### src/hdl/uda_pkg.sv
/*
 * shared types and constants of the low-power data acquisition block:
 * widths, source and state encodings, the configuration carrier.
 * assumes nothing beyond a SystemVerilog compiler.
 */
package uda_pkg;

    localparam int ADC_W   = 12;                    // converter sample width
    localparam int PC_W    = 16;                    // pulse count width, saturating
    localparam int DAT_W   = 20;                    // sample/sum width: 16 x 16 bits fits
    localparam int WIN_W   = 10;                    // window length field, value minus one
    localparam int NUM_W   = 4;                     // 1..16 fields, value minus one
    localparam int FIFO_N  = 16;                    // physical fifo entries
    localparam int PTR_W   = 4;                     // fifo index width
    localparam int LVL_W   = 5;                     // fifo level width, 0..16
    localparam int XC_W    = 8;                     // crossing streak width
    localparam int BL_W    = 8;                     // burst length field, value minus one
    localparam int BD_W    = 16;                    // burst gap in system clocks
    localparam int GPIO_N  = 4;                     // selectable pulse inputs

    localparam logic [DAT_W-1:0] SUM_RST  = 20'h00000;   // accumulator reset value
    localparam logic [PC_W-1:0]  PC_MAX   = 16'hFFFF;    // pulse count saturation
    localparam logic [XC_W-1:0]  XC_MAX   = 8'hFF;       // streak saturation
    localparam logic [LVL_W-1:0] LVL_ONE  = 5'h01;       // depth = field + 1

    // sample source choice
    typedef enum logic {
        UDA_SRC_ADC = 1'b0,
        UDA_SRC_PC  = 1'b1
    } uda_src_t;

    // burst sequencer states, gray along idle -> burst -> gap
    typedef enum logic [1:0] {
        UDA_ST_IDLE  = 2'b00,
        UDA_ST_BURST = 2'b01,
        UDA_ST_GAP   = 2'b11
    } uda_state_t;

    // static configuration carried as one bundle
    typedef struct packed {
        uda_src_t               src_sel;            // sample source
        logic [1:0]             gpio_sel;           // pulse input select
        logic [WIN_W-1:0]       window_len;         // 32 kHz periods minus one
        logic                   accumulate_enable;  // sum samples before storing
        logic [NUM_W-1:0]       acc_count;          // samples per sum minus one
        logic                   thr_hi_en;          // above-limit check on
        logic                   thr_lo_en;          // below-limit check on
        logic [DAT_W-1:0]       thr_hi;             // upper limit
        logic [DAT_W-1:0]       thr_lo;             // lower limit
        logic [XC_W-1:0]        cross_count;        // streak needed for wake
        logic [NUM_W-1:0]       fifo_depth;         // usable entries minus one
        logic                   burst_en;           // burst sampling mode
        logic [BL_W-1:0]        burst_len;          // samples per burst minus one
        logic [BD_W-1:0]        burst_gap;          // clocks between bursts
    } uda_cfg_t;

endpackage : uda_pkg

### src/hdl/uda_skid_buf.sv
/*
 * two-entry buffer with valid/ready on both sides.
 * assumes one clock, both sides synchronous to it.
 */
`timescale 1ns/1ps
module uda_skid_buf #(
    parameter int W = 20
) (
    // clock and reset
    input  wire logic         clk_i,
    input  wire logic         rst_b_i,
    // filling side
    input  wire logic         in_valid_i,
    output logic              in_ready_o,
    input  wire logic [W-1:0] in_data_i,
    // draining side
    output logic              out_valid_o,
    input  wire logic         out_ready_i,
    output logic [W-1:0]      out_data_o
);
    import uda_pkg::*;

    logic [W-1:0] head_reg, head_next;              // oldest word
    logic [W-1:0] tail_reg, tail_next;              // second word
    logic [1:0]   cnt_reg,  cnt_next;               // words held
    logic         push, pop;

    assign in_ready_o  = (cnt_reg != 2'h2);
    assign out_valid_o = (cnt_reg != 2'h0);
    assign out_data_o  = head_reg;
    assign push        = in_valid_i & in_ready_o;
    assign pop         = out_valid_o & out_ready_i;

    // next contents
    always_comb begin
        head_next = head_reg;
        tail_next = tail_reg;
        cnt_next  = cnt_reg;
        case ({push, pop})
            2'b10: begin                            // fill only
                if (cnt_reg == 2'h0) head_next = in_data_i;
                else tail_next = in_data_i;
                cnt_next = cnt_reg + 2'h1;
            end
            2'b01: begin                            // drain only
                head_next = tail_reg;
                cnt_next  = cnt_reg - 2'h1;
            end
            2'b11: begin                            // both, count holds
                if (cnt_reg == 2'h1) head_next = in_data_i;
                else begin
                    head_next = tail_reg;
                    tail_next = in_data_i;
                end
            end
            default: ;
        endcase
    end

    // register stage
    always_ff @(posedge clk_i or negedge rst_b_i) begin
        if (!rst_b_i) begin
            head_reg <= '0;
            tail_reg <= '0;
            cnt_reg  <= 2'h0;
        end else begin
            head_reg <= head_next;
            tail_reg <= tail_next;
            cnt_reg  <= cnt_next;
        end
    end
endmodule : uda_skid_buf

### src/hdl/uda_pulse_counter.sv
/*
 * pulse counter: counts rising edges of one of four pins over a window
 * of 32 kHz periods. pins and the slow clock are asynchronous and are
 * synchronised here. assumes clk_i is far faster than both.
 */
`timescale 1ns/1ps
module uda_pulse_counter (
    // clock and reset
    input  wire logic                         clk_i,
    input  wire logic                         rst_b_i,
    // pins
    input  wire logic [uda_pkg::GPIO_N-1:0]   gpio_i,
    input  wire logic                         clk32k_i,
    // setup
    input  wire logic [1:0]                   gpio_sel_i,
    input  wire logic [uda_pkg::WIN_W-1:0]    window_len_i,
    // result handshake
    output logic                              cnt_valid_o,
    input  wire logic                         cnt_ready_i,
    output logic [uda_pkg::PC_W-1:0]          cnt_data_o
);
    import uda_pkg::*;

    logic [GPIO_N:0]  sync1_reg, sync2_reg;         // pins + slow clock, two stages
    logic             pin_d_reg, tick_d_reg;        // edge history
    logic             pin_s, tick_s, pin_rise, tick;
    logic [WIN_W-1:0] win_reg,   win_next;          // periods elapsed
    logic [PC_W-1:0]  cnt_reg,   cnt_next;          // edges this window
    logic [PC_W-1:0]  res_reg,   res_next;          // held result
    logic             vld_reg,   vld_next;          // result waiting
    logic             win_end;

    assign pin_s    = sync2_reg[gpio_sel_i];
    assign tick_s   = sync2_reg[GPIO_N];
    assign pin_rise = pin_s & ~pin_d_reg;
    assign tick     = tick_s & ~tick_d_reg;
    assign win_end  = tick & (win_reg == window_len_i);

    assign cnt_valid_o = vld_reg;
    assign cnt_data_o  = res_reg;

    // window and count bookkeeping
    always_comb begin
        win_next = win_reg;
        cnt_next = cnt_reg;
        res_next = res_reg;
        vld_next = vld_reg & ~cnt_ready_i;
        if (pin_rise && cnt_reg != PC_MAX) cnt_next = cnt_reg + 1'b1;
        if (win_end) begin
            win_next = '0;
            res_next = cnt_next;                    // newer window replaces unread one
            vld_next = 1'b1;
            cnt_next = '0;
        end else if (tick) begin
            win_next = win_reg + 1'b1;
        end
    end

    // synchronisers and state
    always_ff @(posedge clk_i or negedge rst_b_i) begin
        if (!rst_b_i) begin
            sync1_reg  <= '0;
            sync2_reg  <= '0;
            pin_d_reg  <= 1'b0;
            tick_d_reg <= 1'b0;
            win_reg    <= '0;
            cnt_reg    <= '0;
            res_reg    <= '0;
            vld_reg    <= 1'b0;
        end else begin
            sync1_reg  <= {clk32k_i, gpio_i};
            sync2_reg  <= sync1_reg;
            pin_d_reg  <= pin_s;
            tick_d_reg <= tick_s;
            win_reg    <= win_next;
            cnt_reg    <= cnt_next;
            res_reg    <= res_next;
            vld_reg    <= vld_next;
        end
    end
endmodule : uda_pulse_counter

### src/hdl/uda_top.sv
/*
 * low-power data acquisition: source select, accumulator, threshold
 * streak detector, burst sequencer, sample fifo and wake requests.
 * assumes configuration is held steady while sampling and that the
 * converter holds a sample until it is taken.
 */
// What this block does
// - pulse counter input picks one of four pins
// - count pulses per 1..1024 slow-clock window
// - sum 1 to 16 consecutive samples
// - summing only when accumulate enable set
// - each finished sum becomes one fifo entry
// - separate upper and lower limit checks
// - wake after programmed streak of crossings
// - fifo usable depth programmable 1 to 16
// - burst of samples then programmable gap
// - threshold and fifo-full wake causes
// - source selectable: pulse counter or converter
`timescale 1ns/1ps
module uda_top (
    // clock and reset
    input  wire logic                         clk_i,
    input  wire logic                         rst_b_i,
    // configuration
    input  wire uda_pkg::uda_cfg_t            cfg_i,
    // pulse counter pins
    input  wire logic [uda_pkg::GPIO_N-1:0]   gpio_i,
    input  wire logic                         clk32k_i,
    // converter samples
    output logic                              adc_req_o,
    input  wire logic                         adc_valid_i,
    output logic                              adc_ready_o,
    input  wire logic [uda_pkg::ADC_W-1:0]    adc_data_i,
    // fifo read side
    output logic                              rd_valid_o,
    input  wire logic                         rd_ready_i,
    output logic [uda_pkg::DAT_W-1:0]         rd_data_o,
    output logic [uda_pkg::LVL_W-1:0]         fifo_level_o,
    // wake requests
    input  wire logic [1:0]                   wake_clr_i,
    output logic                              wake_thr_o,
    output logic                              wake_fifo_o,
    output logic                              fifo_full_o
);
    import uda_pkg::*;

    // ---- source selection
    logic             pc_valid, pc_ready;           // pulse counter handshake
    logic [PC_W-1:0]  pc_data;                      // pulse count
    logic             src_valid, take;              // a sample is accepted
    logic [DAT_W-1:0] sample;                       // widened sample
    logic             acc_ready;                    // accumulator can take
    logic             adc_take;                     // converter word consumed

    uda_pulse_counter u_pc (
        .clk_i        (clk_i),
        .rst_b_i      (rst_b_i),
        .gpio_i       (gpio_i),
        .clk32k_i     (clk32k_i),
        .gpio_sel_i   (cfg_i.gpio_sel),
        .window_len_i (cfg_i.window_len),
        .cnt_valid_o  (pc_valid),
        .cnt_ready_i  (pc_ready),
        .cnt_data_o   (pc_data)
    );

    // source mux, unselected source drains so it never wedges
    always_comb begin
        if (cfg_i.src_sel == UDA_SRC_PC) begin
            src_valid   = pc_valid;
            sample      = DAT_W'(pc_data);
            pc_ready    = acc_ready;
            adc_ready_o = 1'b1;
        end else begin
            src_valid   = adc_valid_i;
            sample      = DAT_W'(adc_data_i);
            pc_ready    = 1'b1;
            adc_ready_o = acc_ready;
        end
    end
    assign take     = src_valid & acc_ready;
    assign adc_take = adc_valid_i & adc_ready_o;

    // ---- accumulator
    logic [DAT_W-1:0] sum_reg, sum_next;            // running sum
    logic [NUM_W-1:0] n_reg,   n_next;              // samples summed so far
    logic [DAT_W-1:0] sum_add;                      // sum including this sample
    logic             emit;                         // result leaves this cycle
    logic             buf_ready, buf_valid;         // skid buffer handshake
    logic [DAT_W-1:0] buf_data;                     // skid buffer output

    assign acc_ready = buf_ready;
    assign sum_add   = sum_reg + sample;
    assign emit      = take & (~cfg_i.accumulate_enable | (n_reg == cfg_i.acc_count));

    // next sum and sample count
    always_comb begin
        sum_next = sum_reg;
        n_next   = n_reg;
        if (take) begin
            if (emit) begin
                sum_next = SUM_RST;
                n_next   = '0;
            end else begin
                sum_next = sum_add;
                n_next   = n_reg + 1'b1;
            end
        end
    end

    // accumulator registers
    always_ff @(posedge clk_i or negedge rst_b_i) begin
        if (!rst_b_i) begin
            sum_reg <= SUM_RST;
            n_reg   <= '0;
        end else begin
            sum_reg <= sum_next;
            n_reg   <= n_next;
        end
    end

    // ---- threshold streak
    logic            hit, hit_hi;                   // sample crosses a limit, the upper one
    logic [XC_W-1:0] xc_reg,  xc_next;              // consecutive crossings
    logic            wthr_reg, wthr_next;           // threshold wake flag
    logic            dir_reg, dir_next;             // streak lies above the upper limit

    assign hit_hi = cfg_i.thr_hi_en & (sample > cfg_i.thr_hi);
    assign hit    = hit_hi | (cfg_i.thr_lo_en & (sample < cfg_i.thr_lo));

    // streak and sticky wake, set wins over clear
    always_comb begin
        xc_next   = xc_reg;
        dir_next  = dir_reg;
        wthr_next = wthr_reg & ~wake_clr_i[0];
        if (take) begin
            dir_next = hit_hi;
            if (!hit) xc_next = '0;
            else if (hit_hi != dir_reg) xc_next = XC_W'(1'b1); // side changed, new streak
            else if (xc_reg != XC_MAX) xc_next = xc_reg + 1'b1;
            if (hit && xc_next >= cfg_i.cross_count && cfg_i.cross_count != '0)
                wthr_next = 1'b1;
        end
    end

    // streak registers
    always_ff @(posedge clk_i or negedge rst_b_i) begin
        if (!rst_b_i) begin
            xc_reg   <= '0;
            wthr_reg <= 1'b0;
            dir_reg  <= 1'b0;
        end else begin
            xc_reg   <= xc_next;
            wthr_reg <= wthr_next;
            dir_reg  <= dir_next;
        end
    end
    assign wake_thr_o = wthr_reg;

    // ---- buffer between accumulator and fifo
    logic fifo_wr, fifo_rd;                         // fifo strobes
    logic fifo_has_room;                            // level below depth

    uda_skid_buf #(.W(DAT_W)) u_buf (
        .clk_i       (clk_i),
        .rst_b_i     (rst_b_i),
        .in_valid_i  (emit),
        .in_ready_o  (buf_ready),
        .in_data_i   (cfg_i.accumulate_enable ? sum_add : sample),
        .out_valid_o (buf_valid),
        .out_ready_i (fifo_has_room),
        .out_data_o  (buf_data)
    );

    // ---- sample fifo
    logic [DAT_W-1:0] mem_reg  [FIFO_N];            // storage
    logic [DAT_W-1:0] mem_next [FIFO_N];
    logic [PTR_W-1:0] wp_reg, wp_next;              // write index
    logic [PTR_W-1:0] rp_reg, rp_next;              // read index
    logic [LVL_W-1:0] lvl_reg, lvl_next;            // stored entries
    logic [LVL_W-1:0] depth;                        // usable entries
    logic             wfifo_reg, wfifo_next;        // fifo-full wake flag

    assign depth         = LVL_W'(cfg_i.fifo_depth) + LVL_ONE;
    assign fifo_has_room = (lvl_reg < depth);
    assign fifo_wr       = buf_valid & fifo_has_room;
    assign fifo_rd       = rd_ready_i & rd_valid_o;
    assign fifo_full_o   = (lvl_reg >= depth);

    // next fifo state
    always_comb begin
        for (int i = 0; i < FIFO_N; i++) mem_next[i] = mem_reg[i];
        wp_next  = wp_reg;
        rp_next  = rp_reg;
        lvl_next = lvl_reg;
        if (fifo_wr) begin
            mem_next[wp_reg] = buf_data;
            wp_next = (wp_reg == PTR_W'(depth - LVL_ONE)) ? '0 : wp_reg + 1'b1;
        end
        if (fifo_rd) begin
            rp_next = (rp_reg == PTR_W'(depth - LVL_ONE)) ? '0 : rp_reg + 1'b1;
        end
        case ({fifo_wr, fifo_rd})
            2'b10:   lvl_next = lvl_reg + 1'b1;
            2'b01:   lvl_next = lvl_reg - 1'b1;
            default: lvl_next = lvl_reg;
        endcase
        wfifo_next = (wfifo_reg & ~wake_clr_i[1]) | (lvl_next >= depth);
    end

    // fifo registers, storage loop per entry
    generate
        for (genvar g = 0; g < FIFO_N; g++) begin : g_mem
            always_ff @(posedge clk_i or negedge rst_b_i) begin
                if (!rst_b_i) mem_reg[g] <= '0;
                else mem_reg[g] <= mem_next[g];
            end
        end
    endgenerate

    always_ff @(posedge clk_i or negedge rst_b_i) begin
        if (!rst_b_i) begin
            wp_reg    <= '0;
            rp_reg    <= '0;
            lvl_reg   <= '0;
            wfifo_reg <= 1'b0;
        end else begin
            wp_reg    <= wp_next;
            rp_reg    <= rp_next;
            lvl_reg   <= lvl_next;
            wfifo_reg <= wfifo_next;
        end
    end

    assign rd_valid_o   = (lvl_reg != '0);
    assign rd_data_o    = mem_reg[rp_reg];
    assign fifo_level_o = lvl_reg;
    assign wake_fifo_o  = wfifo_reg;

    // ---- burst sequencer
    uda_state_t      st_reg, st_next;               // sequencer state
    logic [BD_W-1:0] bc_reg, bc_next;               // burst / gap counter

    // next state, counts converter words in a burst then idles the gap
    always_comb begin
        st_next = st_reg;
        bc_next = bc_reg;
        case (st_reg)
            UDA_ST_IDLE: begin
                bc_next = '0;
                if (cfg_i.burst_en) st_next = UDA_ST_BURST;
            end
            UDA_ST_BURST: begin
                if (!cfg_i.burst_en) st_next = UDA_ST_IDLE;
                else if (adc_take) begin
                    if (bc_reg == BD_W'(cfg_i.burst_len)) begin
                        bc_next = '0;
                        st_next = (cfg_i.burst_gap == '0) ? UDA_ST_BURST : UDA_ST_GAP;
                    end else begin
                        bc_next = bc_reg + 1'b1;
                    end
                end
            end
            UDA_ST_GAP: begin
                if (!cfg_i.burst_en) st_next = UDA_ST_IDLE;
                else if (bc_reg == cfg_i.burst_gap - 1'b1) begin
                    bc_next = '0;
                    st_next = UDA_ST_BURST;
                end else begin
                    bc_next = bc_reg + 1'b1;
                end
            end
            default: begin
                st_next = UDA_ST_IDLE;
                bc_next = '0;
            end
        endcase
    end

    // sequencer registers
    always_ff @(posedge clk_i or negedge rst_b_i) begin
        if (!rst_b_i) begin
            st_reg <= UDA_ST_IDLE;
            bc_reg <= '0;
        end else begin
            st_reg <= st_next;
            bc_reg <= bc_next;
        end
    end

    // continuous sampling outside burst mode
    assign adc_req_o = cfg_i.burst_en ? (st_reg == UDA_ST_BURST) : 1'b1;
endmodule : uda_top

### config.mk
export PLATFORM = sky130hd
export DESIGN_NAME = uda_top
export DESIGN_NICKNAME = d
export VERILOG_FILES = /design/src/hdl/uda_pkg.sv /design/src/hdl/uda_skid_buf.sv /design/src/hdl/uda_pulse_counter.sv /design/src/hdl/uda_top.sv
export SDC_FILE = /design/constraint.sdc
export NUM_CORES = 1
export LEC_CHECK = 0
export BUFFER_PORTS_ARGS = -buffer_cell sky130_fd_sc_hd__clkbuf_2
export CORE_ASPECT_RATIO = 0.7
export CORE_MARGIN = 4
export CORE_UTILIZATION = 55
export CTS_BUF_LIST = sky130_fd_sc_hd__clkbuf_4
export DETAILED_ROUTE_END_ITERATION = 10
export PLACE_DENSITY_LB_ADDON = 0.3
export SLEW_MARGIN = 20
export SYNTH_ARGS = -nofsm -noshare
export SYNTH_HDL_FRONTEND = slang
export SYNTH_HIERARCHICAL = 1
export SYNTH_SLANG_ARGS = --single-unit
### constraint.sdc
create_clock -name clk_i -period 4.9 [get_ports clk_i]
set_input_delay 0.245 -clock clk_i [delete_from_list [all_inputs] [get_ports clk_i]]
set_output_delay 0.245 -clock clk_i [all_outputs]
set_load 0.05 [all_outputs]
==> results.sh <==
export IMPL_pre_cts_slack_ns=0.741
export IMPL_cap_violations=0
export IMPL_cp_required_ns=5.64
export IMPL_final_hold_viol_count=0
export IMPL_yosysSeqAreaShare=0.476
export IMPL_fp_row_count=65
export IMPL_grtUsageTotal=0.254
export IMPL_period_needed_ns=4.80
export IMPL_cp_max_fo=7
export IMPL_endpoint_kind="flop"
export IMPL_final_nets=2450
export IMPL_synth_seq_cells=483
export IMPL_numCtsBuffers=118
export IMPL_netlist_area_um2=25400
export IMPL_leakage_nw=13.6
export IMPL_setup_ws_ns=0.100
export IMPL_muxShareOfSynthArea=0.257
export IMPL_overflow=0
export IMPL_synth_async_reset_ratio=1.00
export IMPL_core_area_um2=45400
export IMPL_place_inst=2685
export IMPL_grt_pass1_wl_mm=100
export IMPL_vias=17600
export IMPL_initial_core_util=0.560
export IMPL_initialDrtViolationCount=1182
export IMPL_slew_viol_final=0
export IMPL_top_layer="met4"
export IMPL_wl_mm=63.1
export IMPL_path_class="primary input to flop"
export IMPL_hold_class="primary input to flop"
export IMPL_root_buffer="clkbuf_4"
export IMPL_wl_met3_mm=3.74
export IMPL_worst_slew_pin_slew_ns=1.05
export IMPL_min_to="wp_reg[3]$_DFFE_PN0P_"
export IMPL_dieArea_um2=49700
export IMPL_synth_top_family_by_area="multiplexers"
export IMPL_layout_commonest_cell="dfrtp_1"
export IMPL_maxSlewHeadroom=0.300
export IMPL_synth_adder_area_share=0.0454
export IMPL_postRouteAntennaNets=0
export IMPL_port_buffers=150
export IMPL_synth_edf_count=0
export IMPL_hold_depth=6
export IMPL_power_density_nw_per_um2=592
export IMPL_synth_simple_gate_area_share=0.0807
export IMPL_postSynthCellCount=2030
export IMPL_viasPerCell=6.01
export IMPL_first_pass_iters=5
export IMPL_setup_viol=0
export IMPL_tritoncts="built"
export IMPL_met1_length_mm=28.1
export IMPL_rr_startpoint="fifo_level_o[1]$_DFF_PN0_"
export IMPL_antenna_found_initial=2
export IMPL_cp_data_arrival_time_ns=5.54
export IMPL_routedWlPerCell_um=21.5
export IMPL_drive_gt1_frac=0.374
export IMPL_fillers=3463
export IMPL_ios=151
export IMPL_status="finished, final reports clean"
export IMPL_fin_cells=2935
export IMPL_rr_worst_depth=19
export IMPL_synth_distinct_cells=73
export IMPL_syn_num_nets=2241
export IMPL_die_h_um=188
export IMPL_synth_compound_area_frac=0.0744
export IMPL_dp_hpwl_mm=40.9
export IMPL_grt_max_degree=112
export IMPL_yosys_warnings=6
export IMPL_syn_avg_cell_area_um2=12.5
export IMPL_worstSetupStartpointType="primary input"
export IMPL_clk_path_buf_depth=3
export IMPL_synth_xor_area_frac=0.0345
export IMPL_clk_pin_slew_ns=0.08
export IMPL_clock_latency_ns=0.89
export IMPL_synthFlopType="dfrtp_1"
export IMPL_fin_crit_sh=0.980
export IMPL_post_cts_buffers=0
export IMPL_skew_ns=0.0576
export IMPL_area_growth_pct=12.8
export IMPL_r2r_end="wake_fifo_o$_DFF_PN0_"
export IMPL_cts_sinks=483
export IMPL_wl_met2_mm=29.8
export IMPL_die_w_um=265
export IMPL_fmax_mhz=208
export IMPL_route_detailed_drc=0
export IMPL_h_tree_depth=3
export IMPL_hp_start="cfg_i[27]"
export IMPL_grt_pass1_vias=18200
export IMPL_irDropWorstVdd_mv=0.412
export IMPL_largest_reg_flops=320
export IMPL_gp_congestion=0.850
export IMPL_reg2reg_setup_slack_ns=0.18
export IMPL_layout_common_cells="478 x dfrtp_1, 348 x mux2_2, 171 x clkbuf_4, 149 x clkbuf_2, 100 x mux4_2"
## metal layers
metal | up-vias | GRT usage
met1 | 9005 | 0.361
met3 | 102 | 0.0510
met2 | 541 | 0.400
met4 | 0 | 0.0751
li1 | 7978 | -
met5 | - | 0
## timing repair
action | in CTS | in global routing
resized for setup | 0 | 3
hold endpoints to repair | 123 | 2
hold buffers | 34 | 1
endpoints found under the setup margin | 0 | 1
## synthesized netlist by cell type (4+ instances only)
cell      number  area [um^2]
or2_2          5         31.3
buf_1         11         41.3
dfrtp_1      483        12100
o21ai_0       77          385
nor2_1        84          315
buf_6          6         67.6
a31o_2         6         52.6
o31ai_1        7         52.6
buf_2          4         20.0
a31oi_1       26          163
ha_1          89         1110
a21oi_1       58          290
a21o_1        21          158
nor4_1        15         93.8
and2_1        12         75.1
nand2b_1      14         87.6
or3_1          9         56.3
xor2_1        42          368
a211o_1        4         35.0
nor2b_1       18          113
xnor2_1       58          508
nand3_1       43          215
mux2_2       348         3920
nand2_1       82          308
nor3_1        36          180
mux2i_1        7         70.1
and3_1        16          100
inv_1         68          255
o21bai_1       4         30.0
a22o_1        28          245
nand4_1       21          131
o21ai_1        8         40.0
mux4_2       100         2250
o211ai_1      24          180
mux2_4        20          300
clkbuf_1     113          424
nand4b_1       7         61.3
## power breakdown
group	internal, mW	leakage (nW)	switching (mW)	total (mW)
clock network	1.71	0.894	1.67	3.38
registers	5.44	6.28	1.45	6.89
logic	3.32	6.41	3.37	6.68
total	10.5	13.6	6.49	17.0
## through the flow
step	hold slack (ns)	setup TNS (ns)	instance area [um^2]	power, mW	util
final	0.0773	0	28600	17.0	0.631
after CTS	0.000177	0	28600	17.0	0.629
after global placement	0.334	0	26700	13.2	0.588
after floorplan	-0.0506	0	25400	11.7	-
after global routing	0.0124	-0.0258	28600	18.0	0.631
after detailed placement	0.335	0	26700	13.5	0.588
## cell type report
type	count	area (um^2)	share of cell area
Inverter	68	255	0.00891
Tap cell	603	754	0.0263
Sequential cell	483	12100	0.422
Clock buffer	171	1280	0.0448
Clock inverter	41	234	0.00817
Antenna cell	1	2.50	0.0000874
Timing Repair Buffer	223	1470	0.0515
Multi-Input combinational cell	1345	12500	0.438
## worst max-delay path, cell delays in order
cell           delay [ns]
dlygate4sd3_1        0.59
clkbuf_2             0.20
ha_4                 0.19
xnor2_1              0.34
ha_1                 0.33
o21a_1               0.11
o21a_1               0.16
o21a_1               0.18
nor3b_2              0.21
inv_1                0.10
ha_2                 0.24
fa_1                 0.43
a21o_1               0.19
a21oi_1              0.17
xor2_1               0.17
nor2_1               0.07
xor2_1               0.16
ha_1                 0.19
a21oi_1              0.10
dlygate4sd3_1        0.56
nand2_1              0.05
dlygate4sd3_1        0.55
## worst max path at each step
stage / start / endpoint / slack (ns) / cells after the start
after floorplan: fifo_level_o[1]$_DFF_PN0_ / wake_fifo_o$_DFF_PN0_ / 0.66 / 18
after global placement: cfg_i[25] / wake_fifo_o$_DFF_PN0_ / 0.85 / 19
after detailed placement: cfg_i[25] / wake_fifo_o$_DFF_PN0_ / 0.74 / 19
after CTS: cfg_i[25] / wake_fifo_o$_DFF_PN0_ / 0.10 / 23
after global routing: fifo_level_o[1]$_DFF_PN0_ / wake_fifo_o$_DFF_PN0_ / -0.03 / 19
final: cfg_i[25] / wake_fifo_o$_DFF_PN0_ / 0.1 / 22
## cells by family after synthesis
kind of cell,after synthesis
DFF,483
adders and majority gates,91
xor gates and xnor gates,100
buffers and inverters,202
muxes,475
and+or+nand+nor,388
AOI/OAI and AO/OA,291
Power figures use the tool's default switching activity.
